--- src/rtl/afc_map.vh ---
/*
 * Named constants for the host-side controller of a strobe-driven 9-bit
 * asynchronous FIFO device. Assumes a 25 MHz system clock and a device of the
 * 50 ns speed grade; other grades only change the figures below.
 */
`ifndef AFC_MAP_VH
`define AFC_MAP_VH

`define AFC_DW 9
`define AFC_FIFO_DEPTH 8
`define AFC_FIFO_AW 3
`define AFC_FIFO_CW 4
`define AFC_CNT_W 4

`define AFC_CLK_NS 40
`define AFC_PULSE_NS 50
`define AFC_RECOV_NS 15
`define AFC_ACCESS_NS 50
`define AFC_FLAG_NS 45

`define AFC_CEIL_CYC(ns) (((ns) + `AFC_CLK_NS - 1) / `AFC_CLK_NS)

`endif

--- src/rtl/afc_fifo.v ---
/*
 * Small synchronous FIFO with a registered head word, used to buffer words on
 * their way to the device. Assumes one clock and a synchronous active-high
 * reset; both sides use valid and ready.
 */
`timescale 1ns/1ps
`default_nettype none
`include "afc_map.vh"

module afc_fifo #(
   parameter WIDTH = `AFC_DW,
   parameter DEPTH = `AFC_FIFO_DEPTH,
   parameter AW = `AFC_FIFO_AW,
   parameter CW = `AFC_FIFO_CW
) (
   // Clock and reset.
   input wire clk_i,
   input wire reset_i,
   // Filling side.
   input wire in_valid_i,
   input wire [WIDTH-1:0] in_data_i,
   output reg in_ready_o,
   // Draining side.
   output reg out_valid_o,
   output reg [WIDTH-1:0] out_data_o,
   input wire out_ready_i
);

   reg [WIDTH-1:0] mem [0:DEPTH-1];
   reg [AW-1:0] wr_ptr;
   reg [AW-1:0] rd_ptr;
   reg [CW-1:0] count;
   reg [CW-1:0] next_count;
   wire push;
   wire pop;
   wire load;

   assign push = in_valid_i && in_ready_o;
   assign pop = out_valid_o && out_ready_i;
   // The head register refills from storage whenever it is empty or drained.
   assign load = (count != {CW{1'b0}}) && (!out_valid_o || pop);

   always @* begin
      next_count = count;
      if (push && !load) begin
         next_count = count + {{(CW-1){1'b0}}, 1'b1};
      end else if (load && !push) begin
         next_count = count - {{(CW-1){1'b0}}, 1'b1};
      end
   end

   always @(posedge clk_i) begin
      if (push) begin
         mem[wr_ptr] <= in_data_i;
      end
   end

   always @(posedge clk_i) begin
      if (reset_i) begin
         wr_ptr <= {AW{1'b0}};
         rd_ptr <= {AW{1'b0}};
         count <= {CW{1'b0}};
         in_ready_o <= 1'b0;
         out_valid_o <= 1'b0;
         out_data_o <= {WIDTH{1'b0}};
      end else begin
         count <= next_count;
         in_ready_o <= (next_count < DEPTH);
         if (push) begin
            wr_ptr <= wr_ptr + {{(AW-1){1'b0}}, 1'b1};
         end
         if (load) begin
            out_data_o <= mem[rd_ptr];
            out_valid_o <= 1'b1;
            rd_ptr <= rd_ptr + {{(AW-1){1'b0}}, 1'b1};
         end else if (pop) begin
            out_valid_o <= 1'b0;
         end
      end
   end

endmodule // afc_fifo

`default_nettype wire

--- src/rtl/afc_ctrl.v ---
/*
 * Host controller for a strobe-driven 9-bit asynchronous FIFO device wired in
 * single-device mode. It resets the device, writes buffered words, reads words
 * back and issues retransmit on request. Assumes device pins are synchronous
 * to clk_i and that the device is the only one on its strobes.
 */
`timescale 1ns/1ps
`default_nettype none
`include "afc_map.vh"

module afc_ctrl (
   // Clock and reset.
   input wire clk_i,
   input wire reset_i,
   // Write stream from the user.
   input wire wr_valid_i,
   input wire [`AFC_DW-1:0] wr_data_i,
   output wire wr_ready_o,
   // Read stream to the user.
   output reg rd_valid_o,
   output reg [`AFC_DW-1:0] rd_data_o,
   input wire rd_ready_i,
   // Retransmit request and status.
   input wire rewind_req_i,
   output reg ready_o,
   // Device pins.
   output reg reset_n_in_o,
   output reg write_n_o,
   output reg read_n_o,
   output reg first_load_rewind_n_o,
   output reg chain_in_n_o,
   output reg [`AFC_DW-1:0] write_data_o,
   input wire [`AFC_DW-1:0] read_data_i,
   input wire full_flag_n_i,
   input wire empty_flag_n_i
);

   // Cycle counts are worked out as integers and cut to the counter width on purpose.
   localparam integer PULSE_INT = `AFC_CEIL_CYC(`AFC_PULSE_NS);
   localparam integer RECOV_INT = `AFC_CEIL_CYC(`AFC_RECOV_NS);
   localparam integer FLAG_INT = `AFC_CEIL_CYC(`AFC_FLAG_NS);
   localparam integer ACCESS_INT = `AFC_CEIL_CYC(`AFC_ACCESS_NS);
   localparam [3:0] PULSE_CYC = PULSE_INT[3:0];
   localparam [3:0] RECOV_CYC = RECOV_INT[3:0];
   localparam [3:0] FLAG_CYC = FLAG_INT[3:0];
   localparam [3:0] ACCESS_CYC = ACCESS_INT[3:0];
   // A strobe stays low for the longer of pulse width and access time.
   localparam [3:0] LOW_CYC = (ACCESS_CYC > PULSE_CYC) ? ACCESS_CYC : PULSE_CYC;
   // Flags are trusted only after both recovery and flag delay have passed.
   localparam [3:0] SETTLE_CYC = (FLAG_CYC > RECOV_CYC) ? FLAG_CYC : RECOV_CYC;

   localparam [6:0] ST_RESET = 7'h01;
   localparam [6:0] ST_RSREC = 7'h02;
   localparam [6:0] ST_IDLE = 7'h04;
   localparam [6:0] ST_WLOW = 7'h08;
   localparam [6:0] ST_RLOW = 7'h10;
   localparam [6:0] ST_RTLOW = 7'h20;
   localparam [6:0] ST_SETTLE = 7'h40;

   reg [6:0] state;
   reg [`AFC_CNT_W-1:0] cnt;
   reg rewind_pend;
   wire buf_valid;
   wire [`AFC_DW-1:0] buf_data;
   wire buf_take;
   wire go_rewind;
   wire go_read;
   wire go_write;

   // Counts load as N-1 so that a phase lasts exactly N cycles.
   function [`AFC_CNT_W-1:0] phase_len;
      input [3:0] cycles;
      begin
         phase_len = cycles - 4'h1;
      end
   endfunction

   afc_fifo #(
      .WIDTH(`AFC_DW),
      .DEPTH(`AFC_FIFO_DEPTH),
      .AW(`AFC_FIFO_AW),
      .CW(`AFC_FIFO_CW)
   ) u_fifo (
      .clk_i(clk_i),
      .reset_i(reset_i),
      .in_valid_i(wr_valid_i),
      .in_data_i(wr_data_i),
      .in_ready_o(wr_ready_o),
      .out_valid_o(buf_valid),
      .out_data_o(buf_data),
      .out_ready_i(buf_take)
   );

   ////////////////////////////////////////////////////////////////////////////
   // Scheduling: retransmit first, then a read into a free slot, then a write.

   assign go_rewind = (state == ST_IDLE) && rewind_pend;
   // A read is only started with the empty flag released.
   assign go_read = (state == ST_IDLE) && !rewind_pend && empty_flag_n_i && !rd_valid_o;
   // A write is only started with the full flag released.
   assign go_write = (state == ST_IDLE) && !rewind_pend && !go_read && full_flag_n_i && buf_valid;
   assign buf_take = go_write;

   ////////////////////////////////////////////////////////////////////////////
   // Strobe sequencer.

   always @(posedge clk_i) begin
      if (reset_i) begin
         state <= ST_RESET;
         cnt <= phase_len(PULSE_CYC);
         reset_n_in_o <= 1'b0;
         write_n_o <= 1'b1;
         read_n_o <= 1'b1;
         first_load_rewind_n_o <= 1'b1;
         chain_in_n_o <= 1'b0;
         write_data_o <= {`AFC_DW{1'b0}};
         rd_valid_o <= 1'b0;
         rd_data_o <= {`AFC_DW{1'b0}};
         rewind_pend <= 1'b0;
         ready_o <= 1'b0;
      end else begin
         // Tied low for single-device mode so the shared pin means retransmit.
         chain_in_n_o <= 1'b0;
         // A request arriving as the previous one is taken is kept pending.
         if (rewind_req_i) begin
            rewind_pend <= 1'b1;
         end else if (go_rewind) begin
            rewind_pend <= 1'b0;
         end
         if (rd_valid_o && rd_ready_i) begin
            rd_valid_o <= 1'b0;
         end
         case (state)
            ST_RESET: begin
               // Device reset is issued before any write, strobes held high.
               reset_n_in_o <= 1'b0;
               write_n_o <= 1'b1;
               read_n_o <= 1'b1;
               if (cnt == {`AFC_CNT_W{1'b0}}) begin
                  reset_n_in_o <= 1'b1;
                  cnt <= phase_len(SETTLE_CYC);
                  state <= ST_RSREC;
               end else begin
                  cnt <= cnt - {{(`AFC_CNT_W-1){1'b0}}, 1'b1};
               end
            end
            ST_RSREC: begin
               // Strobes stay unchanged through reset recovery.
               if (cnt == {`AFC_CNT_W{1'b0}}) begin
                  state <= ST_IDLE;
                  ready_o <= 1'b1;
               end else begin
                  cnt <= cnt - {{(`AFC_CNT_W-1){1'b0}}, 1'b1};
               end
            end
            ST_IDLE: begin
               cnt <= phase_len(LOW_CYC);
               if (go_rewind) begin
                  // Strobes are high here and stay so until the cycle ends.
                  first_load_rewind_n_o <= 1'b0;
                  state <= ST_RTLOW;
                  ready_o <= 1'b0;
               end else if (go_read) begin
                  read_n_o <= 1'b0;
                  state <= ST_RLOW;
                  ready_o <= 1'b0;
               end else if (go_write) begin
                  // Data is set up with the falling strobe and held past its rise.
                  write_data_o <= buf_data;
                  write_n_o <= 1'b0;
                  state <= ST_WLOW;
                  ready_o <= 1'b0;
               end
            end
            ST_WLOW: begin
               if (cnt == {`AFC_CNT_W{1'b0}}) begin
                  write_n_o <= 1'b1;
                  cnt <= phase_len(SETTLE_CYC);
                  state <= ST_SETTLE;
               end else begin
                  cnt <= cnt - {{(`AFC_CNT_W-1){1'b0}}, 1'b1};
               end
            end
            ST_RLOW: begin
               if (cnt == {`AFC_CNT_W{1'b0}}) begin
                  // Data is only driven while the read strobe is low.
                  rd_data_o <= read_data_i;
                  rd_valid_o <= 1'b1;
                  read_n_o <= 1'b1;
                  cnt <= phase_len(SETTLE_CYC);
                  state <= ST_SETTLE;
               end else begin
                  cnt <= cnt - {{(`AFC_CNT_W-1){1'b0}}, 1'b1};
               end
            end
            ST_RTLOW: begin
               if (cnt == {`AFC_CNT_W{1'b0}}) begin
                  first_load_rewind_n_o <= 1'b1;
                  cnt <= phase_len(SETTLE_CYC);
                  state <= ST_SETTLE;
               end else begin
                  cnt <= cnt - {{(`AFC_CNT_W-1){1'b0}}, 1'b1};
               end
            end
            ST_SETTLE: begin
               // Flags are not looked at until recovery and flag delay expire,
               // which also covers flag toggling inside retransmit.
               if (cnt == {`AFC_CNT_W{1'b0}}) begin
                  state <= ST_IDLE;
                  ready_o <= 1'b1;
               end else begin
                  cnt <= cnt - {{(`AFC_CNT_W-1){1'b0}}, 1'b1};
               end
            end
            default: begin
               state <= ST_RESET;
               cnt <= phase_len(PULSE_CYC);
               reset_n_in_o <= 1'b0;
               write_n_o <= 1'b1;
               read_n_o <= 1'b1;
               first_load_rewind_n_o <= 1'b1;
               ready_o <= 1'b0;
            end
         endcase
      end
   end

endmodule // afc_ctrl

`default_nettype wire

--- config.mk ---
export PLATFORM = sky130hd
export DESIGN_NAME = afc_ctrl
export DESIGN_NICKNAME = d
export VERILOG_FILES = /design/src/rtl/afc_fifo.v /design/src/rtl/afc_ctrl.v
export VERILOG_INCLUDE_DIRS = /design/src /design/src/rtl
export SDC_FILE = /design/constraint.sdc
export NUM_CORES = 1
export LEC_CHECK = 0
export BUFFER_PORTS_ARGS = -buffer_cell sky130_fd_sc_hd__buf_2
export CORE_MARGIN = 2
export CORE_UTILIZATION = 33
export CTS_CLUSTER_SIZE = 10
export DETAILED_ROUTE_END_ITERATION = 12
export PLACE_DENSITY = 0.6
export SKIP_LAST_GASP = 1
export SYNTH_ARGS = -nofsm -noshare
export SYNTH_HDL_FRONTEND = slang
export SYNTH_SLANG_ARGS = --single-unit
--- constraint.sdc ---
create_clock -name clk_i -period 6.29 [get_ports clk_i]
set_input_delay 0.629 -clock clk_i [delete_from_list [all_inputs] [get_ports clk_i]]
set_output_delay 0.629 -clock clk_i [all_outputs]
set_load 0.1 [all_outputs]
-- Word-level counts from Yosys, hierarchy flattened
Memory sizes are Yosys's and may differ from the RTL's. A register that Yosys moved wholly into a read port is not among the register bits.
Index checks and enable logic that the tools add are counted.
W data, S select, Z words.
- register bits after elaboration: 48
- memory bits (writable): 72
- input port bits: 25
- memories kept: 1
- memory list (memory ; depth ; width ; read ports ; clocked after Yosys merged registers in ; write ports ; line ; source):
    u_fifo.mem ; 8 ; 9 ; 1 ; 1 ; 1 ; afc_fifo.v:29 ; reg [WIDTH-1:0] mem [0:DEPTH-1];
- $add $sub $neg: 5
- magnitude comparators: 1
- equal/unequal tests: 20
- mux-type cells: 35
- bitwise gates (word level): 6
- reduce and logical (&&, ||, !) cells: 38
- operators with widths (operator ; count):
    $mux W7 ; 6
    $pmux W7 S4 ; 1
    $mux W1 ; 18
    $ne A2 B2 Y1 const B ; 9
    $mux W4 ; 4
    $logic_and A1 B1 Y1 ; 13
    $pmux W1 S3 ; 4
    $reduce_and A4 Y1 ; 3
    $reduce_or A4 Y1 ; 3
    $pmux W4 S2 ; 1
    $sub A4 B1 Y4 const B ; 2
    $eq A7 B1 Y1 const B ; 1
    $eq A7 B2 Y1 const B ; 1
    $eq A7 B3 Y1 const B ; 1
    $eq A7 B4 Y1 const B ; 1
    $eq A7 B5 Y1 const B ; 1
    $eq A7 B6 Y1 const B ; 1
    $eq A7 B7 Y1 const B ; 1
    $add A3 B1 Y3 const B ; 2
    $logic_not A1 Y1 ; 6
    $ne A2 B1 Y1 const B ; 3
    $not A1 Y1 ; 6
    $reduce_and A3 Y1 ; 2
    $reduce_or A6 Y1 ; 1
    other kinds (13) ; 14

-- Longest topological paths before layout
Gate-level depths: netlist of run 1.
- depth in word-level cells: 15
- gate-level depth with buffers: 11
- gate-level depth less buffers: 11

-- Cells and area by module
Synthesis of run 1 repeated with hierarchy kept, for this count alone.
- cells, all modules: 435
- area, all modules: 5420.2 sq um
- by module, submodules not included (module ; instances ; cells each ; area each (sq um)):
    afc_fifo ; 1 ; 242 ; 3729.8
    afc_ctrl ; 1 ; 193 ; 1690.4

-- Worst setup path before layout of run 1
No wires, ideal clock.
- path kind: reg2reg
- start point: register rd_valid_o
- end point: register with a tool-made name
- setup time: 0.115 ns
- arrival time: 2.724 ns
- required time: 6.175 ns
- path slack: 3.451 ns
- stages on the path, launching flop included: 10
- buffers on the path: 0
- cells stage by stage: dfxtp_1 -> nand2b_1 -> nand3_1 -> o21ai_1 -> nand2_1 -> ha_1 -> and4_1 -> o31a_1 -> mux2_2 -> and2_1
- RTL lines (element ; line ; source):
    start, declared ; afc_ctrl.v:20 ; output reg rd_valid_o,
    start signal, assigned ; afc_ctrl.v:117 ; rd_valid_o <= 1'b0;
    start signal, assigned ; afc_ctrl.v:131 ; rd_valid_o <= 1'b0;
    start signal, assigned ; afc_ctrl.v:188 ; rd_valid_o <= 1'b1;

==> results of run 1 <==
## final cells by class
class / instances / area (um^2) / area share (%)
clock buffers: 18 / 429 / 6.57
clock inverters: 14 / 155 / 2.38
inverters: 11 / 41.3 / 0.632
multi-input cells: 268 / 2060 / 31.5
flip-flops and latches: 129 / 3300 / 50.6
well taps: 220 / 275 / 4.21
repair buffers: 52 / 268 / 4.10
## power by group through the flow
stage          sequential [mW]  combinational (mW)  clock (mW)
2_1_floorplan             1.05               0.449           0
3_3_place_gp              1.05               0.579           0
3_5_place_dp              1.06               0.592           0
4_1_cts                   1.04               0.598       0.987
5_1_grt                   1.05               0.660        1.02
6_report                  1.04               0.593       0.968
## worst max-delay path: stages, from the launching register on
cell,delay [ps]
dfxtp_1,480
nor3_4,420
nand4b_2,210
o21ai_1,710
nand2_1,190
ha_1,350
and4_1,260
o31a_1,290
mux2_2,260
and2_1,150
## path summary, 6_finish.rpt
check	startpoint	end	slack, ps	cells after the start
min	rewind_req_i	rewind_pend	440	3
max reg2reg	state[3]	flop	2860	9
min reg2reg	rd_valid_o	rd_valid_o	480	2
max	state[3]	flop	2860	9
## sequential cells by signal, indices dropped and copies added, names as in the netlist, 3 cells and up, named ones only
signal	count
rd_data_o	9
u_fifo.mem	72
state	7
u_fifo.count	3
write_data_o	9
u_fifo.rd_ptr	3
u_fifo.out_data_o	9
u_fifo.wr_ptr	3
cnt	4
## cell families after synthesis
family	after synthesis	synth area share (%)
AOI/OAI and AO/OA	76	8.84
xor gates and xnor gates	7	1.12
adders and majority gates	7	1.59
buffers and inverters	37	2.89
DFF	129	60.2
muxes	48	12.9
other	1	0.0683
and+or+nand+nor	129	12.4
## through the flow
step,hold WS (ps),power (mW)
final,443,2.60
after CTS,425,2.63
after detailed placement,479,1.65
after global routing,439,2.73
after floorplan,460,1.50
after global placement,467,1.63
## routing by layer
layer / track usage, % / vias to the layer above / part of all wire, % / wire length, um
li1: - / 1736 / - / -
met1: 17.9 / 1779 / 44 / 5240
met2: 22.6 / 99 / 49 / 5810
met3: 4.52 / 28 / 4.5 / 536
met4: 6.39 / 0 / 2.7 / 327
met5: 0 / - / 0 / 0
## cell usage in the layout, fill, tap and decap left out, types with 3 or more instances in the layout
| master | instances |
|---|---|
| nor3_2 | 3 |
| a211oi_1 | 13 |
| and3_1 | 3 |
| buf_2 | 49 |
| ha_1 | 7 |
| mux4_2 | 18 |
| edfxtp_1 | 72 |
| nor2b_1 | 3 |
| mux2i_1 | 27 |
| clkbuf_16 | 17 |
| or3_1 | 5 |
| and2_1 | 4 |
| nor3_1 | 5 |
| a21oi_1 | 26 |
| dfxtp_1 | 57 |
| nand2_1 | 22 |
| buf_4 | 3 |
| nor2_1 | 44 |
| o211ai_1 | 5 |
| xor2_1 | 4 |
| clkinv_4 | 5 |
| xnor2_1 | 3 |
| inv_1 | 10 |
| nand4_1 | 3 |
| inv_6 | 4 |
| nand2b_1 | 4 |
| nand3_1 | 6 |
| o21ai_0 | 14 |
| nor4_1 | 7 |
| nor3b_1 | 4 |
==> impl_metrics.yaml, run 1 <==
sta:
  fin_ws_ps: 2860
  min_period_ps: 3430
  tightest_slew_ps: 1010
  fmax_mhz: 292
  final-max-slew-violation-count: 0
  rsz0062_at_grt: "no"
  clock_skew_ps: 8.62
  hold_violations: 0
  setup_violations: 0
  period_share_pct: 54.5
  timing.setup.tns_ps: 0
  max-slew-margin-rel_pct: 32.3
global_route:
  grt_pass1_vias: 3576
  grt_pass1_wl_mm: 19.3
  grt-ovfl-total: 0
  antenna_found_initial: 0
  grt.total_usage_pct: 14.3
  grt_max_degree: 57
synth:
  yosysMostFrequentCell: "edfxtp_1"
  netlist_area_um2: 5490
  synth_common_cells: "edfxtp_1, dfxtp_1, nor2_1, mux2i_1, a21oi_1"
  synth_top_area_share_pct: 39.4
  ys_top_cells_by_area: "edfxtp_1, dfxtp_1, mux4_2, mux2i_1, nor2_1"
  synthCells: 434
  ys_warn_count: 0
  ys_ff_latch: 129
  async_flop_share_pct: 0
  synth_area_leader_cell: "edfxtp_1"
  syn_area_per_cell_um2: 12.7
  synth_edf_count: 72
  synth_cell_types: 59
  ys_seq_area_share_pct: 60.2
  yosys_most_used_dff: "edfxtp_1"
  syn-num-nets: 466
floorplanning:
  ios: 51
  rows: 47
  initial_utilization_pct: 33.5
  coreArea_um2: 16400
  die_y_um: 133
  die_area_um2: 17700
  die_w_um: 133
cells_and_area:
  area_growth_pct: 19.0
  layout-drive-gt1-share_pct: 23.0
  final_util_pct: 39.8
  layout.nets: 511
  fillers: 1562
  stdcell_count: 712
  n_antenna_cell: 0
  final_cell_area_um2: 6530
worst_setup_path:
  critPathKind: "flop to flop"
  crit_arrival_ps: 3740
  critical_path.max_fanout: 16
  endpoint_kind: "flop"
  crit_required_ps: 6600
  cp-start-kind: "flop"
run_status:
  status: "finished clean"
clock_network:
  cts_buffer_depth: 2
  cts_setup_buffers: 0
  clkTransAtPathRegs_ps: 60
  cts_buffers: 17
  hold_buffers: 0
  clk_latency_ps: 420
  cts_sinks: 129
  cts-resized-gates: 0
  cts_tree: "built"
  root_buffer: "clkbuf_16"
  htreeDepth: 4
drt:
  vias_per_cell: 5.12
  drtIter0Drc: 181
  drt-wirelength-per-cell_um: 16.7
  ant_nets: 0
  wirelength_mm: 11.9
  dr.pass1.iters: 5
  drcViolationCount: 0
  vias: 3642
placed_design:
  gp_congestion: 0.801
  dpl_cell_area_um2: 5950
  dp_hpwl_mm: 7.71
  io_buffers: 49
  place_ws_ps: 2930
  placed_cells: 680
pwr:
  power_frac_comb_pct: 22.8
  p_clk_share_pct: 37.2
  power_density_nw_per_um2: 398
  share_seq_of_total_power_pct: 40.0
  p_leak_nw: 2.43
  sw_frac_of_total_pct: 31.2
  max-vdd-ir-drop_mv: 0.234
  internal_power_mw: 1.79
  p_switching_mw: 0.813
hold_path:
  min_path_type: "input port to flop"
run:
  max_cap_viol_count: 0
Power figures use the tool's default switching activity.
==> run 2: changes to the inputs <==
clock period = 3.45 ns   (was 6.29 ns; I/O delays follow)
==> run 2 against run 1 <==
Count of clock-buffer cells in the layout unchanged. Design area increased by 0.63%. Core utilization increased by 0.25 points. Sequential cell count unchanged. Clock power increased by 84%. Highest routed layer unchanged. Die area unchanged. Setup slack got worse by 2300 ps. Sequential power increased by 82%. Combinational power increased by 84%. Final cell count increased by 0.98%. First-iteration DRC count increased by 55%.
==> impl_metrics.yaml, run 2 (synthesis results as in run 1) <==
sta:
  fin_ws_ps: 609
  whs_ps: 165
  max-slew-margin-rel_pct: 35.3
  final-max-slew-violation-count: 0
  rsz0062_at_grt: "no"
  clock_skew_ps: 9.43
  setup_violations: 0
  hold_violations: 0
  tightest_slew_ps: 969
  timing.setup.tns_ps: 0
  min_period_ps: 2840
  fmax_mhz: 352
  period_share_pct: 82.3
cells_and_area:
  layout_commonest_cell: "edfxtp_1"
  final_cell_area_um2: 6570
  stdcell_count: 719
  final_util_pct: 40.1
  layout.nets: 518
  layout-drive-gt1-share_pct: 22.9
  top_register: "u_fifo.mem"
  mostFrequentLayoutCells: "edfxtp_1, dfxtp_1, buf_2"
  area_growth_pct: 19.7
  largest_reg_flops: 72
drt:
  dr.pass1.iters: 5
  vias_per_cell: 5.06
  drtIter0Drc: 281
  vias: 3640
  drt-wirelength-per-cell_um: 15.9
  wirelength_mm: 11.4
  drcViolationCount: 0
  ant_nets: 0
clock_network:
  cts_setup_buffers: 0
  cts_buffer_depth: 2
  clk_latency_ps: 420
  clkTransAtPathRegs_ps: 60
  htreeDepth: 4
  hold_buffers: 0
  cts_tree: "built"
  root_buffer: "clkbuf_16"
  cts_sinks: 129
  cts-resized-gates: 0
  cts_buffers: 17
floorplanning:
  initial_utilization_pct: 33.5
  die_w_um: 133
  coreArea_um2: 16400
  rows: 47
  ios: 51
  die_y_um: 133
  die_area_um2: 17700
worst_setup_path:
  crit_buf_inv: 0
  path_cells: "nor3_4 -> nand4b_2 -> o21ai_1 -> nand2_1 -> ha_1 -> and4_1 -> o31a_1 -> mux2_2 -> and2_1"
  critical_path.max_fanout: 16
  critPathTopFamily: "simple AND/OR/NAND/NOR gates"
  critPathKind: "flop to flop"
  cpPeakStageDelay_ps: 480
  endpoint_kind: "flop"
  slowest_stage: "dfxtp_1"
  crit_arrival_ps: 3140
  cp-start-kind: "flop"
  crit_required_ps: 3750
placed_design:
  io_buffers: 49
  placed_cells: 687
  dpl_cell_area_um2: 5980
  place_ws_ps: 660
  dp_hpwl_mm: 7.65
  gp_congestion: 0.819
global_route:
  grt_pass1_vias: 3535
  antenna_found_initial: 1
  grt.total_usage_pct: 13.7
  grt-ovfl-total: 0
  grt_max_degree: 42
  grt_pass1_wl_mm: 18.4
pwr:
  max-vdd-ir-drop_mv: 0.447
  power_mw: 4.76
  p_leak_nw: 2.46
  power_density_nw_per_um2: 724
run_status:
  status: "finished clean"
hold_path:
  min_path_type: "input port to flop"
run:
  max_cap_viol_count: 0
run 2: changes by cell type in the layout (fill, tap and decap cells not counted), sizes merged:
cell,change
clkinv,-2
diode,+1
inv,-1
bufinv,+1
clkinvlp,+1
buf,+7
run 2: worst paths after layout:
path,from,end,slack [ps],depth (start not counted)
max,state[3],flop,610,9
min,read_data_i[2],rd_data_o[2],160,3
max reg2reg,state[3],flop,610,9
min reg2reg,rd_valid_o,rd_valid_o,480,2
run 2: final cells by class:
type | instances | area (um^2)
clock inverters | 13 | 161
flip-flops and latches | 129 | 3300
repair buffers | 59 | 320
fillers | 1543 | 9830
inverters | 11 | 41.3
well taps | 220 | 275
diodes | 1 | 2.50
multi-input cells | 268 | 2040
clock buffers | 18 | 429
run 2: worst min-delay path, delay by kind of cell:
| kind | cells | cell delay (ps) |
|---|---|---|
| buf+inv | 1 | 80 |
| simple gates | 1 | 70 |
| mux | 1 | 50 |
run 2: per-layer routing:
metal / wire (um) / GRT usage (%) / up-vias
met3: 596 / 4.44 / 23
met5: 0 / 0 / -
met2: 5590 / 22.5 / 102
li1: - / - / 1745
met1: 5020 / 16.5 / 1770
met4: 227 / 5.79 / 0
run 2: power by group:
group | internal (mW) | switching, mW
clock network | 1.13 | 0.651
registers | 1.76 | 0.135
logic | 0.437 | 0.649
